$ cat src/common/upper_port_consts.vh
// constants for the upper port pin function mux and its register file
// ============================================================
`ifndef UPPER_PORT_CONSTS_VH
`define UPPER_PORT_CONSTS_VH

// ============================================================
// register byte offsets on the apb bus
`define UP_OFF_PIN_LEVELS    8'h00
`define UP_OFF_LATCH         8'h04
`define UP_OFF_DIRECTION     8'h08
`define UP_OFF_SHARED        8'h0C
`define UP_OFF_WATCHDOG      8'h10
`define UP_OFF_MUX_CFG       8'h14

// ============================================================
// reset values
`define UP_RST_LATCH         8'h00
`define UP_RST_DIRECTION     8'hFF
`define UP_RST_ANALOG_SEL    8'h00
`define UP_RST_SHARED_DFLT   8'h00
`define UP_RST_MUX_CFG       2'h3

// ============================================================
// implemented bits of the analog select register
`define UP_ANALOG_SEL_MASK   8'hFC

// ============================================================
// field positions
`define UP_WDT_SHARED_BIT    4
`define UP_CFG_PPORT_BIT     0
`define UP_CFG_PWM_BIT       1
`define UP_PIN_FIRST_MUXED   5

`endif

$ cat src/core/port_reg8.v
// eight-bit software register with reset value and implemented-bit mask
`timescale 1ns/1ps
`default_nettype none

module port_reg8
#(
    parameter [7:0] RESET_VALUE = 8'h00,  // value after reset
    parameter [7:0] IMPL_MASK   = 8'hFF   // bits that exist
)
(
    input  wire       i_clock,
    input  wire       i_resetn,
    input  wire       i_write,
    input  wire [7:0] i_data,
    output wire [7:0] o_value
);

    // ============================================================
    // storage
    reg [7:0] value_q;   // held register contents

    // missing bits never store, so they read as zero
    always @(posedge i_clock or negedge i_resetn)
    begin
        if (!i_resetn)
        begin
            value_q <= RESET_VALUE & IMPL_MASK;
        end
        else if (i_write)
        begin
            value_q <= i_data & IMPL_MASK;
        end
    end

    assign o_value = value_q;

endmodule

`default_nettype wire

$ cat src/core/upper_pin_cell.v
// function mux for one shared pin: pwm, parallel port, plain port bit
`timescale 1ns/1ps
`default_nettype none

module upper_pin_cell
(
    input  wire i_latch,      // port latch bit
    input  wire i_dir,        // direction bit, 1 = input
    input  wire i_pport_en,   // parallel port owns the pin
    input  wire i_pport_out,  // parallel port level
    input  wire i_pport_oe,   // parallel port drives the pin
    input  wire i_pwm_en,     // pwm channel mapped onto the pin
    input  wire i_pwm_out,    // pwm channel level
    input  wire i_pwm_hiz,    // pwm shutdown asks for high impedance
    output reg  o_out,        // level driven onto the pin
    output reg  o_oe          // pin driver enable
);

    // ============================================================
    // priority: pwm first, then parallel port, then latch
    always @*
    begin
        o_out = i_latch;
        o_oe  = ~i_dir;
        if (i_pwm_en)
        begin
            // pwm output uses the direction bit as its enable
            o_out = i_pwm_out;
            o_oe  = ~i_dir & ~i_pwm_hiz;
        end
        else if (i_pport_en)
        begin
            // direction bit is overridden here
            o_out = i_pport_out;
            o_oe  = i_pport_oe;
        end
    end

endmodule

`default_nettype wire

$ cat src/core/upper_port_pin_function_mux.v
// upper port pin function mux with apb register file
//
// Decided for this implementation: the APB slave port and the register offsets.
`timescale 1ns/1ps
`default_nettype none
`include "upper_port_consts.vh"

module upper_port_pin_function_mux
#(
    // set to 1 for the small package, which lacks this port
    parameter SMALL_PACKAGE = 0
)
(
    input  wire        i_clock,
    input  wire        i_resetn,
    // apb slave
    input  wire        i_psel,
    input  wire        i_penable,
    input  wire        i_pwrite,
    input  wire [7:0]  i_paddr,
    input  wire [31:0] i_pwdata,
    output wire [31:0] o_prdata,
    output wire        o_pready,
    output wire        o_pslverr,
    // port pins
    input  wire [7:0]  i_pin_in,
    output wire [7:0]  o_pin_out,
    output wire [7:0]  o_pin_oe,
    // parallel port unit
    input  wire        i_pport_active,
    input  wire        i_pport_slave_mode,
    input  wire        i_pport_byte_enable,
    input  wire        i_pport_read_strobe,
    input  wire        i_pport_write_strobe,
    output wire        o_pport_read_in,
    output wire        o_pport_write_in,
    // enhanced pwm units
    input  wire        i_pwm3_channel_b,
    input  wire        i_pwm1_channel_c,
    input  wire        i_pwm1_channel_b,
    input  wire [2:0]  i_pwm_chan_en,
    input  wire        i_pwm3_shutdown_hiz,
    input  wire        i_pwm1_shutdown_hiz,
    output wire        o_pwm_on_default_pins,
    // analog and comparator taps
    output wire        o_analog_input_13,
    output wire        o_analog_input_14,
    output wire        o_analog_input_15,
    output wire        o_comparator2_input_d,
    output wire        o_comparator1_input_c
);

    // ============================================================
    // address decode helper
    // ============================================================

    // true when the bus address selects the given word offset
    function addr_hit;
        input [7:0] addr;
        input [7:0] off;
        begin
            addr_hit = (addr[7:2] == off[7:2]);
        end
    endfunction

    // ============================================================
    // apb handshake
    // ============================================================

    wire       setup_phase;   // first cycle of a transfer
    wire       access_phase;  // second cycle, completes at once
    wire       bus_write;     // write takes effect this edge
    wire       hit_levels;    // pin level register selected
    wire       hit_latch;     // latch register selected
    wire       hit_dir;       // direction register selected
    wire       hit_shared;    // shared address selected
    wire       hit_wdt;       // watchdog control selected
    wire       hit_cfg;       // pin mux configuration selected
    wire       mapped;        // any register selected

    assign setup_phase  = i_psel & ~i_penable;
    assign access_phase = i_psel & i_penable;
    assign bus_write    = access_phase & i_pwrite;

    assign hit_levels = addr_hit(i_paddr, `UP_OFF_PIN_LEVELS);
    assign hit_latch  = addr_hit(i_paddr, `UP_OFF_LATCH);
    assign hit_dir    = addr_hit(i_paddr, `UP_OFF_DIRECTION);
    assign hit_shared = addr_hit(i_paddr, `UP_OFF_SHARED);
    assign hit_wdt    = addr_hit(i_paddr, `UP_OFF_WATCHDOG);
    assign hit_cfg    = addr_hit(i_paddr, `UP_OFF_MUX_CFG);

    assign mapped = hit_levels | hit_latch | hit_dir
                  | hit_shared | hit_wdt | hit_cfg;

    // never wait states: every access ends in its first access cycle
    assign o_pready  = 1'b1;
    // an unmapped address completes with an error and reads zero
    assign o_pslverr = access_phase & ~mapped;

    // ============================================================
    // control registers
    // ============================================================

    reg        shared_en_q;   // watchdog control bit 4
    reg  [1:0] mux_cfg_q;     // pin mux configuration bits
    wire [7:0] latch_val;     // output latch contents
    wire [7:0] dir_val;       // direction contents
    wire [7:0] analog_val;    // analog select contents
    wire [7:0] dflt_val;      // default register at shared address
    wire       port_wr_ok;    // port registers exist
    wire       latch_wr;      // latch write strobe
    wire       dir_wr;        // direction write strobe
    wire       analog_wr;     // analog select write strobe
    wire       dflt_wr;       // default register write strobe
    wire       pport_mux_sel; // pport_pin_mux_select, 0 = here
    wire       pwm_mux_sel;   // pwm_pin_mux_select, 0 = here

    // small package has no port: latch and direction writes fall away
    assign port_wr_ok = (SMALL_PACKAGE == 0);

    // writing the level register also lands in the latch
    assign latch_wr = bus_write & port_wr_ok
                    & (hit_latch | hit_levels);
    assign dir_wr   = bus_write & port_wr_ok & hit_dir;

    // shared address steers by the watchdog control bit
    assign analog_wr = bus_write & hit_shared & shared_en_q;
    assign dflt_wr   = bus_write & hit_shared & ~shared_en_q;

    // watchdog control: only the shared-access bit lives here
    always @(posedge i_clock or negedge i_resetn)
    begin
        if (!i_resetn)
        begin
            shared_en_q <= 1'b0;
        end
        else if (bus_write & hit_wdt)
        begin
            shared_en_q <= i_pwdata[`UP_WDT_SHARED_BIT];
        end
    end

    // configuration bits come up erased, alternate pins unused
    always @(posedge i_clock or negedge i_resetn)
    begin
        if (!i_resetn)
        begin
            mux_cfg_q <= `UP_RST_MUX_CFG;
        end
        else if (bus_write & hit_cfg)
        begin
            mux_cfg_q <= i_pwdata[1:0];
        end
    end

    assign pport_mux_sel = mux_cfg_q[`UP_CFG_PPORT_BIT];
    assign pwm_mux_sel   = mux_cfg_q[`UP_CFG_PWM_BIT];

    // output latch
    port_reg8
    #(
        .RESET_VALUE (`UP_RST_LATCH),
        .IMPL_MASK   (8'hFF)
    )
    u_latch
    (
        .i_clock  (i_clock),
        .i_resetn (i_resetn),
        .i_write  (latch_wr),
        .i_data   (i_pwdata[7:0]),
        .o_value  (latch_val)
    );

    // direction, all inputs after reset
    port_reg8
    #(
        .RESET_VALUE (`UP_RST_DIRECTION),
        .IMPL_MASK   (8'hFF)
    )
    u_dir
    (
        .i_clock  (i_clock),
        .i_resetn (i_resetn),
        .i_write  (dir_wr),
        .i_data   (i_pwdata[7:0]),
        .o_value  (dir_val)
    );

    // analog select: zero bits mean analog, so reset picks analog
    port_reg8
    #(
        .RESET_VALUE (`UP_RST_ANALOG_SEL),
        .IMPL_MASK   (`UP_ANALOG_SEL_MASK)
    )
    u_analog
    (
        .i_clock  (i_clock),
        .i_resetn (i_resetn),
        .i_write  (analog_wr),
        .i_data   (i_pwdata[7:0]),
        .o_value  (analog_val)
    );

    // default register hidden behind the same address
    port_reg8
    #(
        .RESET_VALUE (`UP_RST_SHARED_DFLT),
        .IMPL_MASK   (8'hFF)
    )
    u_dflt
    (
        .i_clock  (i_clock),
        .i_resetn (i_resetn),
        .i_write  (dflt_wr),
        .i_data   (i_pwdata[7:0]),
        .o_value  (dflt_val)
    );

    // ============================================================
    // pin function selection
    // ============================================================

    wire [7:0] pin_analog;   // pin set to analog input
    wire [7:0] pin_level;    // digital level seen by software
    wire [7:5] pp_en;        // parallel port owns pin
    wire [7:5] pp_out;       // parallel port level per pin
    wire [7:5] pp_oe;        // parallel port drive per pin
    wire [7:5] pwm_en;       // pwm channel owns pin
    wire [7:5] pwm_out;      // pwm level per pin
    wire [7:5] pwm_hiz;      // pwm shutdown tristate per pin
    wire [7:0] cell_out;     // driven levels
    wire [7:0] cell_oe;      // driver enables

    // analog bits for channels 13 to 15 sit on pins 5 to 7
    assign pin_analog = {~analog_val[7:5], 5'h00};

    // analog pins read back low; the driver is left alone
    assign pin_level = i_pin_in & ~pin_analog;

    // parallel port owns each of the three pins while it is active, its mux bit is 0 and no pwm channel takes that pin
    assign pp_en = {3{i_pport_active & ~pport_mux_sel}};
    // byte enable is an output only
    assign pp_out[5] = i_pport_byte_enable;
    assign pp_oe[5]  = 1'b1;
    // strobes turn into inputs when the port acts as slave
    assign pp_out[6] = i_pport_read_strobe;
    assign pp_oe[6]  = ~i_pport_slave_mode;
    assign pp_out[7] = i_pport_write_strobe;
    assign pp_oe[7]  = ~i_pport_slave_mode;

    // pwm channels land here only while their mux bit is clear
    assign pwm_en  = i_pwm_chan_en & {3{~pwm_mux_sel}};
    assign pwm_out = {i_pwm1_channel_b,
                      i_pwm1_channel_c,
                      i_pwm3_channel_b};
    assign pwm_hiz = {i_pwm1_shutdown_hiz,
                      i_pwm1_shutdown_hiz,
                      i_pwm3_shutdown_hiz};

    // tells the pwm units to keep their default pins
    assign o_pwm_on_default_pins = pwm_mux_sel;

    genvar gi;
    generate
        for (gi = 0; gi < 8; gi = gi + 1)
        begin : g_pin
            if (gi >= `UP_PIN_FIRST_MUXED)
            begin : g_muxed
                // shared pin with alternate functions
                upper_pin_cell u_cell
                (
                    .i_latch     (latch_val[gi]),
                    .i_dir       (dir_val[gi]),
                    .i_pport_en  (pp_en[gi]),
                    .i_pport_out (pp_out[gi]),
                    .i_pport_oe  (pp_oe[gi]),
                    .i_pwm_en    (pwm_en[gi]),
                    .i_pwm_out   (pwm_out[gi]),
                    .i_pwm_hiz   (pwm_hiz[gi]),
                    .o_out       (cell_out[gi]),
                    .o_oe        (cell_oe[gi])
                );
            end
            else
            begin : g_plain
                // lower pins stay plain port bits here
                assign cell_out[gi] = latch_val[gi];
                assign cell_oe[gi]  = ~dir_val[gi];
            end
        end
    endgenerate

    // the small package has no pins to drive
    assign o_pin_out = port_wr_ok ? cell_out : 8'h00;
    assign o_pin_oe  = port_wr_ok ? cell_oe  : 8'h00;

    // strobe inputs for slave use take the raw pin level
    assign o_pport_read_in  = i_pin_in[6];
    assign o_pport_write_in = i_pin_in[7];

    // analog taps: active while the pin is set to analog
    assign o_analog_input_13     = pin_analog[5];
    assign o_analog_input_14     = pin_analog[6];
    assign o_analog_input_15     = pin_analog[7];
    // comparator inputs are plain analog taps, always present
    assign o_comparator2_input_d = i_pin_in[5];
    assign o_comparator1_input_c = i_pin_in[6];

    // ============================================================
    // read path
    // ============================================================

    reg [7:0]  rd_byte;      // selected register contents
    reg [31:0] prdata_q;     // read data held for the access phase

    // pick the register named by the address
    always @*
    begin
        rd_byte = 8'h00;
        if (hit_levels)
        begin
            rd_byte = port_wr_ok ? pin_level : 8'h00;
        end
        else if (hit_latch)
        begin
            rd_byte = port_wr_ok ? latch_val : 8'h00;
        end
        else if (hit_dir)
        begin
            rd_byte = port_wr_ok ? dir_val : 8'h00;
        end
        else if (hit_shared)
        begin
            // which of the two registers answers depends on bit 4
            rd_byte = shared_en_q ? analog_val : dflt_val;
        end
        else if (hit_wdt)
        begin
            rd_byte = {3'h0, shared_en_q, 4'h0};
        end
        else if (hit_cfg)
        begin
            rd_byte = {6'h00, mux_cfg_q};
        end
        else
        begin
            // unmapped: read as zero
            rd_byte = 8'h00;
        end
    end

    // captured in the setup cycle so the access cycle reads a flop;
    // only the pin level register, which follows the pins, can change between the two edges
    always @(posedge i_clock or negedge i_resetn)
    begin
        if (!i_resetn)
        begin
            prdata_q <= 32'h0000_0000;
        end
        else if (setup_phase)
        begin
            prdata_q <= {24'h00_0000, rd_byte};
        end
    end

    assign o_prdata = prdata_q;

endmodule

`default_nettype wire

$ cat config.mk
export PLATFORM = sky130hd
export DESIGN_NAME = upper_port_pin_function_mux
export DESIGN_NICKNAME = d
export VERILOG_FILES = /design/src/core/port_reg8.v /design/src/core/upper_pin_cell.v /design/src/core/upper_port_pin_function_mux.v
export VERILOG_INCLUDE_DIRS = /design/src /design/src/common
export SDC_FILE = /design/constraint.sdc
export NUM_CORES = 1
export LEC_CHECK = 0
export BUFFER_PORTS_ARGS = -buffer_cell sky130_fd_sc_hd__buf_2
export CAP_MARGIN = 40
export CORE_ASPECT_RATIO = 1.25
export CORE_MARGIN = 5
export CORE_UTILIZATION = 45
export CTS_BUF_LIST = sky130_fd_sc_hd__clkbuf_8 sky130_fd_sc_hd__clkbuf_16
export CTS_CLUSTER_SIZE = 24
export DETAILED_ROUTE_END_ITERATION = 8
export GPL_ROUTABILITY_DRIVEN = 1
export HOLD_SLACK_MARGIN = 0.05
export PLACE_DENSITY_LB_ADDON = 0.1
export SLEW_MARGIN = 20
export SYNTH_ARGS = -nofsm -noshare
export SYNTH_HDL_FRONTEND = slang
export SYNTH_SLANG_ARGS = --single-unit
export TNS_END_PERCENT = 20
$ cat constraint.sdc
create_clock -name i_clock -period 3.1 [get_ports i_clock]
set_input_delay 0.155 -clock i_clock [delete_from_list [all_inputs] [get_ports i_clock]]
set_output_delay 0.155 -clock i_clock [all_outputs]
set_load 0.01 [all_outputs]
Word level (Yosys, flattened, before mapping)
Index checks and enable logic that the tools add are counted.
{"block": "word_totals", "regBits": 41, "in_bits": 66, "out_inout_bits": 58, "elab_cells": 72}
{"block": "op_classes", "eq_ne": 5, "mux": 19, "bitwise": 40, "reduce_logical": 1}
{"operator": "$mux 8", "n": 5}
{"operator": "$not 1->1", "n": 16}
{"operator": "$and 1x1->1", "n": 15}
{"operator": "$eq 6x2->1 const B", "n": 2}
{"operator": "$eq 6x3->1 const B", "n": 2}
{"operator": "$mux 1", "n": 12}
{"operator": "$and 8x8->8", "n": 1}
{"operator": "$not 8->8", "n": 1}
{"operator": "$eq 6x1->1 const B", "n": 1}
{"operator": "$logic_not 6->1", "n": 1}
{"operator": "$mux 5", "n": 1}
{"operator": "$or 1x1->1", "n": 5}
{"operator": "$and 3x3->3", "n": 1}
{"operator": "$not 3->3", "n": 1}
{"operator": "$mux 2", "n": 1}

Longest topological paths before layout
{"block": "logic_depth", "ltp_word": 8, "mapped_depth": 6}

By module
Synthesis repeated with hierarchy kept, for this count alone.
{"block": "hier_totals", "cells_unflattened": 230, "area_unflattened_um2": 2539.9}
{"module": "upper_port_pin_function_mux", "instances": 1, "cells_each": 145, "area_per_inst_um2": 1144.8, "seq_area_each_um2": 277.8}
{"module": "port_reg8 (u_dflt ...)", "instances": 2, "cells_each": 17, "area_per_inst_um2": 331.6, "seq_area_each_um2": 200.2}
{"module": "port_reg8 (u_dir)", "instances": 1, "cells_each": 17, "area_per_inst_um2": 341.6, "seq_area_each_um2": 210.2}
{"module": "port_reg8 (u_analog)", "instances": 1, "cells_each": 16, "area_per_inst_um2": 270.3, "seq_area_each_um2": 150.1}
{"module": "upper_pin_cell", "instances": 3, "cells_each": 6, "area_per_inst_um2": 40.0, "seq_area_each_um2": 0.0}

Worst setup path after synthesis
No wires, ideal clock.
{"block": "synth_timing", "path_kind": "input-to-reg", "startpoint": "input port i_paddr[5]", "endpoint": "register u_analog.value_q[2], in the netlist u_analog.o_value[2]", "arrival_ps": 1397, "setup_slack_ps": 1578, "stages": 5, "cell_sequence": "nor4_4 nand2_2 or3_1 buf_4 mux2_4"}
{"block": "synth_via", "elab_chain_len": 3}
{"element": "start, declared", "line": "upper_port_pin_function_mux.v:20", "text": "input wire [7:0] i_paddr,"}
{"element": "$eq 6x2->1", "line": "upper_port_pin_function_mux.v:62", "text": "addr_hit = (addr[7:2] == off[7:2]);"}
{"element": "$and 1x1->1 (2 in series)", "line": "upper_port_pin_function_mux.v:127", "text": "assign analog_wr = bus_write & hit_shared & shared_en_q;"}
{"element": "end signal, assigned", "line": "port_reg8.v:27", "text": "value_q <= RESET_VALUE & IMPL_MASK;"}
{"element": "end signal, assigned", "line": "port_reg8.v:31", "text": "value_q <= i_data & IMPL_MASK;"}
{"element": "end, declared", "line": "port_reg8.v:20", "text": "reg [7:0] value_q;"}
Every way passes these cells.
A chain may end at the register's enable or synchronous reset.

Worst setup path after layout
{"block": "layout_timing", "startpoint": "register shared_en_q", "endpoint": "register u_analog.value_q[5], in the netlist u_analog.o_value[5]"}
{"block": "layout_via", "elab_chain_len": 1}
{"element": "start, declared", "line": "upper_port_pin_function_mux.v:104", "text": "reg shared_en_q;"}
{"element": "start signal, assigned", "line": "upper_port_pin_function_mux.v:139", "text": "shared_en_q <= i_pwdata[`UP_WDT_SHARED_BIT];"}
{"element": "$and 1x1->1", "line": "upper_port_pin_function_mux.v:127"}
Every way passes these cells.

==> impl_metrics.json <==
{
  "num-fill-cells": 535,
  "crit_required_ns": 3.28,
  "syn_inst": 238,
  "slew_violations": 0,
  "syn2layout_area_growth_pct": 14.5,
  "path_clk_slew_ns": 0.08,
  "worstReg2RegStart": "shared_en_q",
  "portBuffers": 72,
  "ioPinCount": 124,
  "final_net_count": 367,
  "crit_path_start_kind": "flip-flop",
  "htreeDepth": 2,
  "dp_hpwl_um": 4440,
  "drive_above_1_share_pct": 43.4,
  "finalHoldViolations": 0,
  "design_area_mm2": 0.00283,
  "antenna_cells": 0,
  "drt_iter0_markers": 99,
  "dp_slack_ns": 1.13,
  "grt_pass1_vias": 1925,
  "fin_crit_ns": 1.88,
  "grt.total_usage_pct": 17.1,
  "hold_depth": 2,
  "final_common_cell": "buf_2",
  "clockBufferDepth": 2,
  "via_count": 1895,
  "fin_crit_sh_pct": 60.7,
  "irDropWorstVdd_mv": 0.248,
  "fin_skew_ns": 0.00793,
  "postCtsResizedCells": 0,
  "antenna_found_initial": 0,
  "worstHoldStart": "i_pwdata[2]",
  "relSlewSlack_pct": 46.5,
  "setup-tns-final_ns": 0,
  "fin_hold_ws_ns": 0.127,
  "clk_latency_ns": 0.30,
  "dieArea_mm2": 0.00708,
  "antenna_left": 0,
  "cts_tree": "yes",
  "synth.distinct_cells": 41,
  "cts_root_buffer": "clkbuf_8",
  "die_w_um": 76.3,
  "grt_pass1_wl_um": 9720,
  "crit_type": "reg -> reg",
  "worstMarginPinSlew_ns": 0.796,
  "wl_um": 6000,
  "placedInstanceArea_mm2": 0.00274,
  "fp-row-count": 30,
  "hp-class": "in -> reg",
  "ys_warn_count": 0,
  "synth_area_mm2": 0.00247,
  "rsz0062_at_grt": "false",
  "max_freq_ghz": 0.531,
  "yosysSeqAreaShare_pct": 42.0,
  "critPathCaptureType": "flip-flop",
  "syn_area_per_cell_um2": 10.4,
  "routedWlPerCell_um": 16.4,
  "setup_viol": 0,
  "via_per_inst": 5.18,
  "design.core.area_mm2": 0.00537,
  "start_util_pct": 46.0,
  "grt_max_degree": 30,
  "die_height_um": 92.8,
  "drcViolationCount": 0,
  "mostFrequentLayoutCells": "buf_2 (72), dfrtp_1 (31), mux2_2 (27)",
  "status": "finished clean",
  "cap_violations": 0,
  "cp-startpoint": "shared_en_q",
  "fin_ws_ns": 1.22,
  "synth.ff_latch_count": 41,
  "grt-ovfl-total": 0,
  "reg2regPathDepth": 3,
  "cts.sinks": 41,
  "p_per_area_mw_per_mm2": 394,
  "final_util_pct": 52.7,
  "crit_fanout": 12,
  "firstDrtPassIters": 4,
  "arrival_ns": 2.06,
  "cts_made_buffers": 5,
  "p_leak_nw": 1.40,
  "gp_congestion": 0.768
}
## critical path: stages (launching register included)
cell,delay (ns)
dfrtp_1,0.68
inv_1,0.11
or3_1,0.60
mux2_4,0.37
## through the flow
step,cells,power [mW]
global placement,356,0.774
finish,366,1.11
global route,366,1.17
floorplan,261,0.724
detailed placement,357,0.780
CTS,366,1.12
## cell usage after synthesis
| cell type | instances | area (µm²) |
|---|---|---|
| nand2b_1 | 5 | 31.3 |
| buf_1 | 1 | 3.75 |
| nand4_1 | 3 | 18.8 |
| o22ai_1 | 5 | 31.3 |
| clkbuf_1 | 6 | 22.5 |
| dfstp_2 | 10 | 263 |
| buf_4 | 36 | 270 |
| a21o_1 | 2 | 15.0 |
| and3_1 | 2 | 12.5 |
| nor3_1 | 3 | 15.0 |
| a211o_1 | 2 | 17.5 |
| and3b_1 | 1 | 8.76 |
| a21oi_1 | 8 | 40.0 |
| o31ai_1 | 2 | 15.0 |
| nor3_4 | 1 | 16.3 |
| a31oi_1 | 2 | 12.5 |
| nand2_1 | 13 | 48.8 |
| o31a_1 | 1 | 8.76 |
| a221oi_1 | 3 | 26.3 |
| o2bb2ai_1 | 1 | 8.76 |
| or3b_2 | 1 | 8.76 |
| nor2b_1 | 10 | 62.6 |
| mux2_2 | 27 | 304 |
| mux2_4 | 6 | 90.1 |
| nor2_1 | 8 | 30.0 |
| nand2_2 | 1 | 6.26 |
| o21ai_0 | 11 | 55.1 |
| or3_1 | 1 | 6.26 |
| o211ai_1 | 2 | 15.0 |
| mux2i_1 | 9 | 90.1 |
| a32oi_1 | 1 | 8.76 |
| nor4_4 | 1 | 21.3 |
| nand3_1 | 2 | 10.0 |
| a211oi_1 | 1 | 7.51 |
| dfrtp_1 | 31 | 776 |
| conb_1 | 2 | 7.51 |
| and2_1 | 1 | 6.26 |
| inv_1 | 11 | 41.3 |
| nor2_2 | 2 | 12.5 |
| a22o_1 | 2 | 17.5 |
| o21a_1 | 1 | 7.51 |
## final timing paths
path	end	slack, ns
setup / recovery	u_analog.o_value[5]	1.22
max in group asynchronous	mux_cfg_q[1]	2.26
min in group asynchronous	u_analog.o_value[7]	0.29
setup reg to reg	u_analog.o_value[5]	1.22
hold / removal	u_analog.o_value[2]	0.13
hold reg to reg	o_prdata[1]	0.50
## sequential cells by signal, summed over array words and instances, names as in the netlist
name              flops
o_prdata              8
shared_en_q           1
u_analog.o_value      6
u_dflt.o_value        8
u_latch.o_value       8
u_dir.o_value         8
mux_cfg_q             2
## layout make-up
class / instances / area [µm²] / area share (%)
clock buffer: 5 / 68.8 / 2.43
clock inverter: 3 / 13.8 / 0.487
inverter: 11 / 41.3 / 1.46
timing repair buffer: 76 / 405 / 14.3
tap: 64 / 80.1 / 2.83
sequential: 41 / 1040 / 36.7
multi-input combinational: 166 / 1180 / 41.7
## logic make-up (layout without fill, tap and decap cells)
group / count (synthesis) / after routing / share of synthesized area [%]
other: 2 / 25 / 0.304
AND/OR/NAND/NOR: 55 / 55 / 12.8
flip-flops: 41 / 41 / 42.0
AO/OA/AOI/OAI: 44 / 44 / 11.6
multiplexers: 42 / 42 / 19.6
buffers and inverters: 54 / 95 / 13.7
## routing by layer
layer | global-route usage, % | vias up | wire [µm]
li1 | - | 900 | -
met4 | 4.37 | 0 | 48
met2 | 29.4 | 65 | 2990
met3 | 4.57 | 5 | 370
met1 | 21.1 | 925 | 2590
met5 | 0 | - | 0
## where the power goes
part           switching, mW  internal [mW]  leakage [nW]
combinational          0.106         0.0789         0.825
sequential            0.0201          0.564         0.528
clock                  0.192          0.153        0.0491
total                  0.318          0.796          1.40
## repair_timing
item                      in CTS  in global routing
hold buffers                   1                  0
buffers inserted               0                  0
hold endpoints to repair      12                  0
(Power assumes the default switching activity.)
